### src/itfd_pkg.sv
// Purpose: shared constants and state types for the input terminal function decoder
// Assumes: five multi-function inputs, six-bit function codes, 0.1 % command units
// Notes:   every code, width and reset value used by more than one file sits here
package itfd_pkg;

    localparam int          NUM_TERM      = 5;        // multi-function inputs
    localparam int          CODE_W        = 6;        // width of one function code
    localparam int          STEP_NUM      = 16;       // stored multi-step commands
    localparam int          STEP_W        = 16;       // width of one stored command
    localparam int          FREQ_W        = 16;       // frequency word width
    localparam int          IDX_W         = 4;        // multi-step index width

    // function codes seen by this block
    localparam logic [5:0]  FN_SPD_SEL0   = 6'h0C;    // speed select terminal 1
    localparam logic [5:0]  FN_SPD_SEL1   = 6'h0D;    // speed select terminal 2
    localparam logic [5:0]  FN_SPD_SEL2   = 6'h0E;    // speed select terminal 3
    localparam logic [5:0]  FN_SPD_SEL3   = 6'h0F;    // speed select terminal 4
    localparam logic [5:0]  FN_PID_REV    = 6'h23;    // pid direction reversal
    localparam logic [5:0]  FN_EXT_STOP1  = 6'h24;    // keypad-equivalent stop
    localparam logic [5:0]  FN_SRC_SWAP   = 6'h25;    // terminal/comm swap
    localparam logic [5:0]  FN_PID_IHOLD  = 6'h26;    // integral pause
    localparam logic [5:0]  FN_FX_KEYPAD  = 6'h27;    // source x to keypad freq
    localparam logic [5:0]  FN_FY_KEYPAD  = 6'h28;    // source y to keypad freq
    localparam logic [5:0]  FN_PID_GAIN   = 6'h2B;    // pid gain set swap
    localparam logic [5:0]  FN_MODE_SWAP  = 6'h2E;    // speed/torque swap
    localparam logic [5:0]  FN_ESTOP      = 6'h2F;    // emergency stop
    localparam logic [5:0]  FN_EXT_STOP2  = 6'h30;    // decel stop, time 4
    localparam logic [5:0]  FN_DEC_DCBRK  = 6'h31;    // decel then dc brake
    localparam logic [5:0]  FN_TMR_CLR    = 6'h32;    // clear current run time

    // command sources
    localparam logic [1:0]  SRC_KEYPAD    = 2'h0;
    localparam logic [1:0]  SRC_TERMINAL  = 2'h1;
    localparam logic [1:0]  SRC_COMM      = 2'h2;

    localparam logic [1:0]  DECEL_SEL_4   = 2'h3;     // fourth decel time setting
    localparam logic [1:0]  DECEL_SEL_RST = 2'h0;     // first decel time setting
    localparam logic [31:0] FULL_SCALE    = 32'h0000_03E8; // 100.0 % in 0.1 % steps
    localparam logic [3:0]  IDX_RST       = 4'h0;     // index after reset

    // true when any terminal assigned exactly this code is valid
    function automatic logic itfd_code_active(
        input logic [NUM_TERM-1:0]        states,
        input logic [NUM_TERM*CODE_W-1:0] codes,
        input logic [CODE_W-1:0]          code);
        logic hit;
        hit = 1'b0;
        for (int i = 0; i < NUM_TERM; i++) begin
            if (states[i] && (codes[i*CODE_W +: CODE_W] == code)) begin
                hit = 1'b1;
            end
        end
        return hit;
    endfunction

    typedef struct packed {
        logic [IDX_W-1:0] idx;                       // sampled speed index
    } itfd_sel_state_t;

    typedef struct packed {
        logic              pid_dir_invert;
        logic              keypad_stop;
        logic              pid_int_hold;
        logic              fx_use_keypad;
        logic              fy_use_keypad;
        logic              pid_gain_set2;
        logic              torque_mode;
        logic              estop;
        logic [15:0]       estop_current;
        logic              stop_decel;
        logic [1:0]        decel_sel;
        logic              decel_dc_req;
        logic              dc_brake;
        logic              run_timer_clr;
        logic [1:0]        cmd_src;
        logic [IDX_W-1:0]  step_idx;
        logic [STEP_W-1:0] step_cmd;
        logic [FREQ_W-1:0] step_freq;
    } itfd_state_t;

endpackage

### src/itfd_speed_sel.sv
// Purpose: samples the four speed select terminals into a 4-bit index
// Assumes: terminal states are synchronous and already filtered
// Notes:   index is registered so a change shows one cycle later
`timescale 1ns/10ps
module itfd_speed_sel (
    input  wire logic                                      clk,
    input  wire logic                                      reset_n,
    input  wire logic [itfd_pkg::NUM_TERM-1:0]             term_state,
    input  wire logic [itfd_pkg::NUM_TERM*itfd_pkg::CODE_W-1:0] term_code,
    output logic      [itfd_pkg::IDX_W-1:0]                speed_idx
);

    itfd_pkg::itfd_sel_state_t st_r;    // registered state
    itfd_pkg::itfd_sel_state_t st_nxt;  // next state
    logic                      speed_select_bit0;
    logic                      speed_select_bit1;
    logic                      speed_select_bit2;
    logic                      speed_select_bit3;

    // each select bit may come from any terminal carrying its code
    always_comb begin
        speed_select_bit0 = itfd_pkg::itfd_code_active(term_state, term_code, itfd_pkg::FN_SPD_SEL0);
        speed_select_bit1 = itfd_pkg::itfd_code_active(term_state, term_code, itfd_pkg::FN_SPD_SEL1);
        speed_select_bit2 = itfd_pkg::itfd_code_active(term_state, term_code, itfd_pkg::FN_SPD_SEL2);
        speed_select_bit3 = itfd_pkg::itfd_code_active(term_state, term_code, itfd_pkg::FN_SPD_SEL3);
        st_nxt     = st_r;
        // fourth terminal is the msb, first the lsb
        st_nxt.idx = {speed_select_bit3, speed_select_bit2, speed_select_bit1, speed_select_bit0};
    end

    // sampled every cycle, no hold
    always_ff @(posedge clk or negedge reset_n) begin
        if (!reset_n) begin
            st_r.idx <= itfd_pkg::IDX_RST;
        end else begin
            st_r <= st_nxt;
        end
    end

    assign speed_idx = st_r.idx;

    AST_IDX_NEXT: assert property (@(posedge clk) disable iff (!reset_n)
        1'b1 |=> (speed_idx == $past({speed_select_bit3, speed_select_bit2, speed_select_bit1, speed_select_bit0})))
        else $error("speed index did not follow select terminals");

    AST_IDX_ALL_ON: assert property (@(posedge clk) disable iff (!reset_n)
        (speed_select_bit0 && speed_select_bit1 && speed_select_bit2 && speed_select_bit3)
        |=> (speed_idx == 4'hF))
        else $error("all selects active did not give index 15");

endmodule

### src/itfd_top.sv
// Purpose: turns multi-function input terminal states into drive control levels
// Assumes: terminal states filtered and synchronous; codes stable while used
// Notes:   all outputs registered, so each action lags its terminal by one cycle and the step outputs by two
`timescale 1ns/10ps
module itfd_top (
    input  wire logic                                            clk,
    input  wire logic                                            reset_n,
    input  wire logic [itfd_pkg::NUM_TERM-1:0]                   multi_function_input,
    input  wire logic [itfd_pkg::NUM_TERM*itfd_pkg::CODE_W-1:0]  term_code,
    input  wire logic [1:0]                                      cfg_cmd_src,
    input  wire logic                                            cfg_torque_mode,
    input  wire logic                                            cfg_pid_gain_by_term,
    input  wire logic [15:0]                                     cfg_current_limit,
    input  wire logic [itfd_pkg::FREQ_W-1:0]                     cfg_max_freq,
    input  wire logic [itfd_pkg::FREQ_W-1:0]                     cfg_dc_start_freq,
    input  wire logic [itfd_pkg::FREQ_W-1:0]                     out_freq,
    input  wire logic [itfd_pkg::STEP_NUM*itfd_pkg::STEP_W-1:0]  step_table,
    output logic                                                 pid_dir_invert,
    output logic                                                 keypad_stop,
    output logic                                                 pid_int_hold,
    output logic                                                 fx_use_keypad,
    output logic                                                 fy_use_keypad,
    output logic                                                 pid_gain_set2,
    output logic                                                 torque_mode,
    output logic                                                 estop,
    output logic      [15:0]                                     estop_current,
    output logic                                                 stop_decel,
    output logic      [1:0]                                      decel_sel,
    output logic                                                 decel_dc_req,
    output logic                                                 dc_brake,
    output logic                                                 run_timer_clr,
    output logic      [1:0]                                      cmd_src,
    output logic      [itfd_pkg::IDX_W-1:0]                      step_idx,
    output logic      [itfd_pkg::STEP_W-1:0]                     step_cmd,
    output logic      [itfd_pkg::FREQ_W-1:0]                     step_freq
);

    itfd_pkg::itfd_state_t   st_r;        // registered state
    itfd_pkg::itfd_state_t   st_nxt;      // next state
    logic [itfd_pkg::IDX_W-1:0] sel_idx;  // index from selector
    logic                    act_pid_rev;  // decoded terminal levels
    logic                    act_stop1;
    logic                    act_swap;
    logic                    act_ihold;
    logic                    act_fx;
    logic                    act_fy;
    logic                    act_gain;
    logic                    act_mode;
    logic                    act_estop;
    logic                    act_stop2;
    logic                    act_decdc;
    logic                    act_tmr;
    logic [31:0]             scaled;       // command times max frequency

    // speed index sampling lives in its own small module
    itfd_speed_sel u_sel (
        .clk        (clk),
        .reset_n    (reset_n),
        .term_state (multi_function_input),
        .term_code  (term_code),
        .speed_idx  (sel_idx)
    );

    // decode each code; unknown or reserved codes never match any of these
    always_comb begin
        act_pid_rev = itfd_pkg::itfd_code_active(multi_function_input, term_code, itfd_pkg::FN_PID_REV);
        act_stop1   = itfd_pkg::itfd_code_active(multi_function_input, term_code, itfd_pkg::FN_EXT_STOP1);
        act_swap    = itfd_pkg::itfd_code_active(multi_function_input, term_code, itfd_pkg::FN_SRC_SWAP);
        act_ihold   = itfd_pkg::itfd_code_active(multi_function_input, term_code, itfd_pkg::FN_PID_IHOLD);
        act_fx      = itfd_pkg::itfd_code_active(multi_function_input, term_code, itfd_pkg::FN_FX_KEYPAD);
        act_fy      = itfd_pkg::itfd_code_active(multi_function_input, term_code, itfd_pkg::FN_FY_KEYPAD);
        act_gain    = itfd_pkg::itfd_code_active(multi_function_input, term_code, itfd_pkg::FN_PID_GAIN);
        act_mode    = itfd_pkg::itfd_code_active(multi_function_input, term_code, itfd_pkg::FN_MODE_SWAP);
        act_estop   = itfd_pkg::itfd_code_active(multi_function_input, term_code, itfd_pkg::FN_ESTOP);
        act_stop2   = itfd_pkg::itfd_code_active(multi_function_input, term_code, itfd_pkg::FN_EXT_STOP2);
        act_decdc   = itfd_pkg::itfd_code_active(multi_function_input, term_code, itfd_pkg::FN_DEC_DCBRK);
        act_tmr     = itfd_pkg::itfd_code_active(multi_function_input, term_code, itfd_pkg::FN_TMR_CLR);
    end

    // next-state logic for every control level
    always_comb begin
        st_nxt = st_r;
        scaled = 32'h0000_0000;

        // pid controls
        st_nxt.pid_dir_invert = act_pid_rev;
        st_nxt.pid_int_hold   = act_ihold;
        // gain swap honoured only when the switch condition names terminals
        st_nxt.pid_gain_set2  = cfg_pid_gain_by_term && act_gain;

        // frequency source substitution
        st_nxt.fx_use_keypad  = act_fx;
        st_nxt.fy_use_keypad  = act_fy;

        // speed/torque swap is relative to the configured mode
        st_nxt.torque_mode    = cfg_torque_mode ^ act_mode;

        // command source: swap is a level, keypad source is left alone
        case (cfg_cmd_src)
            itfd_pkg::SRC_TERMINAL: begin
                st_nxt.cmd_src = act_swap ? itfd_pkg::SRC_COMM : itfd_pkg::SRC_TERMINAL;
            end
            itfd_pkg::SRC_COMM: begin
                st_nxt.cmd_src = act_swap ? itfd_pkg::SRC_TERMINAL : itfd_pkg::SRC_COMM;
            end
            itfd_pkg::SRC_KEYPAD: begin
                st_nxt.cmd_src = itfd_pkg::SRC_KEYPAD;
            end
            default: begin
                // unused encoding falls back to keypad control
                st_nxt.cmd_src = itfd_pkg::SRC_KEYPAD;
            end
        endcase

        // keypad-equivalent stop acts only while keypad has command
        st_nxt.keypad_stop = act_stop1 && (st_nxt.cmd_src == itfd_pkg::SRC_KEYPAD);

        // emergency stop holds output current at the configured ceiling
        st_nxt.estop         = act_estop;
        st_nxt.estop_current = act_estop ? cfg_current_limit : 16'h0000;

        // external stop 2 works under any source, always decel time four
        st_nxt.stop_decel = act_stop2;
        st_nxt.decel_sel  = act_stop2 ? itfd_pkg::DECEL_SEL_4 : itfd_pkg::DECEL_SEL_RST;

        // decel to dc start frequency, then brake
        st_nxt.decel_dc_req = act_decdc;
        st_nxt.dc_brake     = act_decdc && (out_freq <= cfg_dc_start_freq);

        // run timer clear is a level held while the terminal is valid
        st_nxt.run_timer_clr = act_tmr;

        // step command picked by the index from the selector
        st_nxt.step_idx = sel_idx;
        st_nxt.step_cmd = step_table[sel_idx*itfd_pkg::STEP_W +: itfd_pkg::STEP_W];
        // 1000 counts = max frequency; values above full scale are clamped
        if ({16'h0000, st_nxt.step_cmd} >= itfd_pkg::FULL_SCALE) begin
            st_nxt.step_freq = cfg_max_freq;
        end else begin
            scaled           = {16'h0000, st_nxt.step_cmd} * {16'h0000, cfg_max_freq};
            st_nxt.step_freq = 16'((scaled / itfd_pkg::FULL_SCALE));
        end
    end

    // single register bank for the whole state
    always_ff @(posedge clk or negedge reset_n) begin
        if (!reset_n) begin
            st_r.pid_dir_invert <= 1'b0;
            st_r.keypad_stop    <= 1'b0;
            st_r.pid_int_hold   <= 1'b0;
            st_r.fx_use_keypad  <= 1'b0;
            st_r.fy_use_keypad  <= 1'b0;
            st_r.pid_gain_set2  <= 1'b0;
            st_r.torque_mode    <= 1'b0;
            st_r.estop          <= 1'b0;
            st_r.estop_current  <= 16'h0000;
            st_r.stop_decel     <= 1'b0;
            st_r.decel_sel      <= itfd_pkg::DECEL_SEL_RST;
            st_r.decel_dc_req   <= 1'b0;
            st_r.dc_brake       <= 1'b0;
            st_r.run_timer_clr  <= 1'b0;
            st_r.cmd_src        <= itfd_pkg::SRC_KEYPAD;
            st_r.step_idx       <= itfd_pkg::IDX_RST;
            st_r.step_cmd       <= 16'h0000;
            st_r.step_freq      <= 16'h0000;
        end else begin
            st_r <= st_nxt;
        end
    end

    // outputs straight from the register bank
    assign pid_dir_invert = st_r.pid_dir_invert;
    assign keypad_stop    = st_r.keypad_stop;
    assign pid_int_hold   = st_r.pid_int_hold;
    assign fx_use_keypad  = st_r.fx_use_keypad;
    assign fy_use_keypad  = st_r.fy_use_keypad;
    assign pid_gain_set2  = st_r.pid_gain_set2;
    assign torque_mode    = st_r.torque_mode;
    assign estop          = st_r.estop;
    assign estop_current  = st_r.estop_current;
    assign stop_decel     = st_r.stop_decel;
    assign decel_sel      = st_r.decel_sel;
    assign decel_dc_req   = st_r.decel_dc_req;
    assign dc_brake       = st_r.dc_brake;
    assign run_timer_clr  = st_r.run_timer_clr;
    assign cmd_src        = st_r.cmd_src;
    assign step_idx       = st_r.step_idx;
    assign step_cmd       = st_r.step_cmd;
    assign step_freq      = st_r.step_freq;

    AST_PID_INV: assert property (@(posedge clk) disable iff (!reset_n)
        act_pid_rev |=> pid_dir_invert)
        else $error("pid direction not inverted");

    AST_KEYPAD_STOP: assert property (@(posedge clk) disable iff (!reset_n)
        (act_stop1 && cfg_cmd_src == itfd_pkg::SRC_TERMINAL) |=> !keypad_stop)
        else $error("stop 1 acted outside keypad control");

    AST_SRC_SWAP: assert property (@(posedge clk) disable iff (!reset_n)
        (act_swap && cfg_cmd_src == itfd_pkg::SRC_TERMINAL) |=> (cmd_src == itfd_pkg::SRC_COMM))
        else $error("source swap did not select comm");

    AST_IHOLD: assert property (@(posedge clk) disable iff (!reset_n)
        (act_ihold && !act_pid_rev) |=> (pid_int_hold && !pid_dir_invert))
        else $error("integral hold disturbed other pid action");

    AST_FX_FY: assert property (@(posedge clk) disable iff (!reset_n)
        (act_fx && !act_fy) |=> (fx_use_keypad && !fy_use_keypad))
        else $error("source x substitution wrong");

    AST_GAIN: assert property (@(posedge clk) disable iff (!reset_n)
        !cfg_pid_gain_by_term |=> !pid_gain_set2)
        else $error("gain set 2 chosen without terminal condition");

    AST_MODE: assert property (@(posedge clk) disable iff (!reset_n)
        1'b1 |=> (torque_mode == ($past(cfg_torque_mode) ^ $past(act_mode))))
        else $error("speed/torque mode wrong");

    AST_ESTOP: assert property (@(posedge clk) disable iff (!reset_n)
        act_estop |=> (estop && estop_current == $past(cfg_current_limit)))
        else $error("emergency stop current not at limit");

    AST_STOP2: assert property (@(posedge clk) disable iff (!reset_n)
        act_stop2 |=> (stop_decel && decel_sel == itfd_pkg::DECEL_SEL_4))
        else $error("stop 2 not using fourth decel time");

    AST_DCBRK: assert property (@(posedge clk) disable iff (!reset_n)
        dc_brake |-> decel_dc_req)
        else $error("dc braking without decel request");

    AST_TMR: assert property (@(posedge clk) disable iff (!reset_n)
        act_tmr |=> run_timer_clr)
        else $error("run timer not cleared");

    AST_FULL_SCALE: assert property (@(posedge clk) disable iff (!reset_n)
        ({16'h0000, st_nxt.step_cmd} >= itfd_pkg::FULL_SCALE) |=> (step_freq == $past(cfg_max_freq)))
        else $error("full scale command not at max frequency");

    AST_STEP_PICK: assert property (@(posedge clk) disable iff (!reset_n)
        1'b1 |=> (step_cmd == $past(step_table[sel_idx*itfd_pkg::STEP_W +: itfd_pkg::STEP_W])))
        else $error("step command not from selected entry");

    // the checks below look one edge past the decode, matching the registered outputs
    AST_KEYPAD_ACT: assert property (@(posedge clk) disable iff (!reset_n)
        (act_stop1 && cfg_cmd_src == itfd_pkg::SRC_KEYPAD) |=> keypad_stop)
        else $error("stop 1 ignored under keypad control");

    AST_KEYPAD_SRC: assert property (@(posedge clk) disable iff (!reset_n)
        (cfg_cmd_src == itfd_pkg::SRC_KEYPAD) |=> (cmd_src == itfd_pkg::SRC_KEYPAD))
        else $error("keypad source moved by swap terminal");

    AST_FY: assert property (@(posedge clk) disable iff (!reset_n)
        (act_fy && !act_fx) |=> (fy_use_keypad && !fx_use_keypad))
        else $error("source y substitution wrong");

    AST_GAIN_ON: assert property (@(posedge clk) disable iff (!reset_n)
        (cfg_pid_gain_by_term && act_gain) |=> pid_gain_set2)
        else $error("gain set 2 not chosen by terminal");

    AST_ESTOP_OFF: assert property (@(posedge clk) disable iff (!reset_n)
        !act_estop |=> (!estop && estop_current == 16'h0000))
        else $error("emergency stop without terminal");

    AST_STOP2_OFF: assert property (@(posedge clk) disable iff (!reset_n)
        !act_stop2 |=> (!stop_decel && decel_sel == itfd_pkg::DECEL_SEL_RST))
        else $error("stop 2 active without terminal");

    // braking must wait while the output is still above the start frequency
    AST_DCBRK_WAIT: assert property (@(posedge clk) disable iff (!reset_n)
        (act_decdc && out_freq > cfg_dc_start_freq) |=> (decel_dc_req && !dc_brake))
        else $error("dc braking before start frequency");

    AST_TMR_OFF: assert property (@(posedge clk) disable iff (!reset_n)
        !act_tmr |=> !run_timer_clr)
        else $error("run timer cleared without terminal");

    AST_STEP_SCALE: assert property (@(posedge clk) disable iff (!reset_n)
        ({16'h0000, st_nxt.step_cmd} < itfd_pkg::FULL_SCALE) |=> (step_freq <= $past(cfg_max_freq)))
        else $error("step frequency above max frequency");

    // a terminal on a reserved or unlisted code must leave every action low except torque_mode, which follows its configured mode
    AST_QUIET: assert property (@(posedge clk) disable iff (!reset_n)
        !(act_pid_rev || act_stop1 || act_ihold || act_fx || act_fy || act_gain || act_estop
          || act_stop2 || act_decdc || act_tmr)
        |=> !(pid_dir_invert || keypad_stop || pid_int_hold || fx_use_keypad || fy_use_keypad
              || pid_gain_set2 || estop || stop_decel || decel_dc_req || dc_brake || run_timer_clr))
        else $error("action raised with no listed code valid");

endmodule

### config.mk
export PLATFORM = sky130hd
export DESIGN_NAME = itfd_top
export DESIGN_NICKNAME = d
export VERILOG_FILES = /design/src/itfd_pkg.sv /design/src/itfd_speed_sel.sv /design/src/itfd_top.sv
export SDC_FILE = /design/constraint.sdc
export NUM_CORES = 1
export LEC_CHECK = 0
export ABC_CLOCK_PERIOD_IN_PS = 54900
export BUFFER_PORTS_ARGS = -buffer_cell sky130_fd_sc_hd__buf_2
export CORE_MARGIN = 2
export CORE_UTILIZATION = 35
export CTS_BUF_LIST = sky130_fd_sc_hd__clkbuf_4
export CTS_CLUSTER_SIZE = 8
export DETAILED_ROUTE_END_ITERATION = 12
export GPL_TIMING_DRIVEN = 0
export PLACE_DENSITY_LB_ADDON = 0.1
export SYNTH_ARGS = -nofsm -noshare
export SYNTH_HDL_FRONTEND = slang
export SYNTH_SLANG_ARGS = --single-unit
### constraint.sdc
create_clock -name clk -period 54.9 [get_ports clk]
set_input_delay 0 -clock clk [delete_from_list [all_inputs] [get_ports clk]]
set_output_delay 0 -clock clk [all_outputs]
set_load 0.005 [all_outputs]
==> results.sh <==
export IMPL_grt_pass1_wl_um=120000
export IMPL_fp_dieW_um=244
export IMPL_fmax_mhz=36.7
export IMPL_synth_top_area_share_pct=19.2
export IMPL_synth_cell_types=123
export IMPL_place_inst=3575
export IMPL_n_fill_cell=5859
export IMPL_maxSlewViolCount=0
export IMPL_yosys_warnings=0
export IMPL_max_stage_delay_ps=810
export IMPL_ys_seq_area_share_pct=8.66
export IMPL_grt_overflow_total=0
export IMPL_worstHoldEndpoint="step_freq[4]"
export IMPL_clock_latency_ps=640
export IMPL_synth_edff_count=0
export IMPL_yosysTopAreaCell="fa_1"
export IMPL_arrival_ps=27720
export IMPL_drt_initial_drc_count=1465
export IMPL_drtAntennaViolNets=0
export IMPL_reg2regPathDepth=76
export IMPL_setup_violations=0
export IMPL_finalNetCount=3578
export IMPL_ios=429
export IMPL_cp_start_kind="flop"
export IMPL_critical_path_required_ps=55400
export IMPL_tightest_slew_ps=1040
export IMPL_drive_gt1_share_pct=22.5
export IMPL_drc=0
export IMPL_vias=21085
export IMPL_seqCellArea_um2=1750
export IMPL_rrSetupSlack_ps=27680
export IMPL_final_min_clock_period_ps=27220
export IMPL_hold_start="cfg_max_freq[4]"
export IMPL_synthesis_instances=2381
export IMPL_hpwl_um=65500
export IMPL_max_cap_viol_count=0
export IMPL_critPathSlowestCell="nor3_1"
export IMPL_antenna_found_initial=25
export IMPL_fin_skew_ps=56.4
export IMPL_die_area_um2=59800
export IMPL_routabilityCongestion=1.02
export IMPL_grt_use_total_pct=25.9
export IMPL_syn_to_final_growth_pct=20.4
export IMPL_worstReg2RegStart="u_sel.speed_idx[0]"
export IMPL_syn_area_um2=20200
export IMPL_endpoint_kind="flop"
export IMPL_synth_area_leaders="fa_1, mux4_2, dfrtp_1"
export IMPL_synth_net_count=3056
export IMPL_critical_path_class="reg2reg"
export IMPL_htreeDepth=3
export IMPL_timing_critical_path_mode_cell="fa_1"
export IMPL_grt_max_degree=61
export IMPL_ys_flop_type="dfrtp_1"
export IMPL_holdPathStages=4
export IMPL_firstDrtPassIters=6
export IMPL_port_buffers=428
export IMPL_cts_sinks=70
export IMPL_num_rows=88
export IMPL_syn_area_per_cell_um2=8.50
export IMPL_tns_ps=0
export IMPL_cts_tree="yes"
export IMPL_reg2reg_to="step_freq[0]"
export IMPL_synthArstFlopShare_pct=100
export IMPL_slew_headroom_pct=30.5
export IMPL_outcome="finished, final reports clean"
export IMPL_synth_commonest_cells="nand2_1, inv_1, fa_1"
export IMPL_start_util_pct=35.2
export IMPL_cts_root_buf="clkbuf_4"
export IMPL_layout_cells_non_filler=3697
export IMPL_multi_input_area_um2=17200
export IMPL_post_drt_wl_per_cell_um=21.3
export IMPL_coreArea_um2=57500
export IMPL_synth_most_common_cell="nand2_1"
export IMPL_post_cts_resized=0
export IMPL_ys_ff_latch=70
export IMPL_cts_buffers=9
export IMPL_hold_viol_final=0
export IMPL_max_clock_path_buffers=2
export IMPL_period_share_pct=49.6
export IMPL_rsz0062_at_grt="no"
export IMPL_die_h_um=244
export IMPL_grt_pass1_vias=20793
export IMPL_hp_class="in2reg"
export IMPL_cp_max_fo=10
export IMPL_routed_wl_um=78700
export IMPL_viasPerCell=5.70
export IMPL_path_clk_slew_ps=140
## per-layer routing
metal	GRT usage, %	part of all wire [%]	vias to the layer above
met5	1.06	0.13	-
met1	32.7	41	10477
met4	8.52	3.3	4
met3	5.67	7.4	127
li1	-	-	9609
met2	43.8	48	868
## sequential cells by signal, indices dropped and copies added, names as in the netlist, 2 cells and up
name / cells
step_idx: 4
cmd_src: 2
estop_current: 16
u_sel.speed_idx: 4
step_cmd: 16
step_freq: 16
## worst max-delay path by stage
stage / from / to / slack (ps) / depth (start not counted)
after floorplan: u_sel.speed_idx[0] / step_freq[0] / 31940 / 78
after global placement: u_sel.speed_idx[0] / step_freq[0] / 27830 / 75
after detailed placement: u_sel.speed_idx[0] / step_freq[0] / 27750 / 76
after CTS: u_sel.speed_idx[0] / step_freq[0] / 27680 / 76
after global routing: u_sel.speed_idx[0] / step_freq[0] / 25360 / 77
final: u_sel.speed_idx[0] / step_freq[0] / 27680 / 76
## repair_timing
item	4_1_cts	5_1_grt
setup buffers	0	0
endpoints found under the hold margin	111	0
hold buffers	82	0
## critical path, delay by kind of cell (launching register included)
kind	cells	cell delay [ps]
xor gates and xnor gates	2	700
AOI/OAI and AO/OA	28	9900
buffers and inverters	10	4230
muxes	8	3060
and+or+nand+nor	21	5400
adders and majority gates	7	3410
DFF	1	370
## stage by stage
stage	hold WS, ps	worst slack, ps	cell area, µm²	util (%)
CTS	78.4	27680	24300	42.3
detailed placement	-108	27750	23400	40.7
global route	111	25360	24400	42.4
finish	117	27680	24400	42.4
global placement	209	27830	23300	40.6
floorplan	-296	31940	20200	-
## placed cells by master (no fill, tap or decap), types with 11 or more instances in the layout
| cell type | instances |
|---|---|
| nand4_1 | 27 |
| nor3b_1 | 12 |
| mux2_2 | 13 |
| a21o_1 | 31 |
| o21ai_0 | 82 |
| diode_2 | 24 |
| nor4_1 | 15 |
| o21a_1 | 16 |
| ha_1 | 120 |
| dfrtp_1 | 70 |
| xnor2_1 | 58 |
| and3_1 | 23 |
| nand3b_1 | 11 |
| or3_1 | 19 |
| xor2_1 | 28 |
| o21ai_1 | 22 |
| fa_1 | 194 |
| nor2b_1 | 19 |
| o31ai_1 | 13 |
| nand3_1 | 69 |
| mux2i_1 | 25 |
| a211oi_1 | 17 |
| dlygate4sd3_1 | 82 |
| and2_1 | 179 |
| nor3_1 | 57 |
| o211ai_1 | 26 |
| mux4_2 | 80 |
| nand2b_1 | 20 |
| a211o_1 | 12 |
| a22oi_1 | 20 |
| a21oi_1 | 106 |
| clkbuf_1 | 48 |
| nor2_1 | 115 |
| nand2_1 | 275 |
| buf_2 | 452 |
| inv_1 | 234 |
| buf_1 | 18 |
| a31oi_1 | 24 |
## area by class of cell
type / count / share of cell area, %
multi-input cells: 1978 / 70.4
well taps: 765 / 3.93
diodes: 24 / 0.246
clock buffers: 10 / 0.308
plain buffers: 99 / 1.81
inverters: 234 / 3.60
flip-flops and latches: 70 / 7.19
clock inverters: 6 / 0.185
repair buffers: 511 / 12.3
## kinds of logic (layout without fill, tap and decap cells)
| kind of cell | count (synthesis) | after routing | share of synthesized area, % |
|---|---|---|---|
| AOI/OAI and AO/OA | 549 | 549 | 19.7 |
| xor gates and xnor gates | 91 | 91 | 4.12 |
| adders and majority gates | 317 | 317 | 26.8 |
| buffers and inverters | 333 | 860 | 6.52 |
| DFF | 70 | 70 | 8.66 |
| muxes | 123 | 123 | 11.2 |
| other | 0 | 24 | 0 |
| and+or+nand+nor | 898 | 898 | 23.0 |
Power is left out: the tool's default activity adds up to more than one toggle a clock period on the data nets, which glitch-free logic cannot reach.
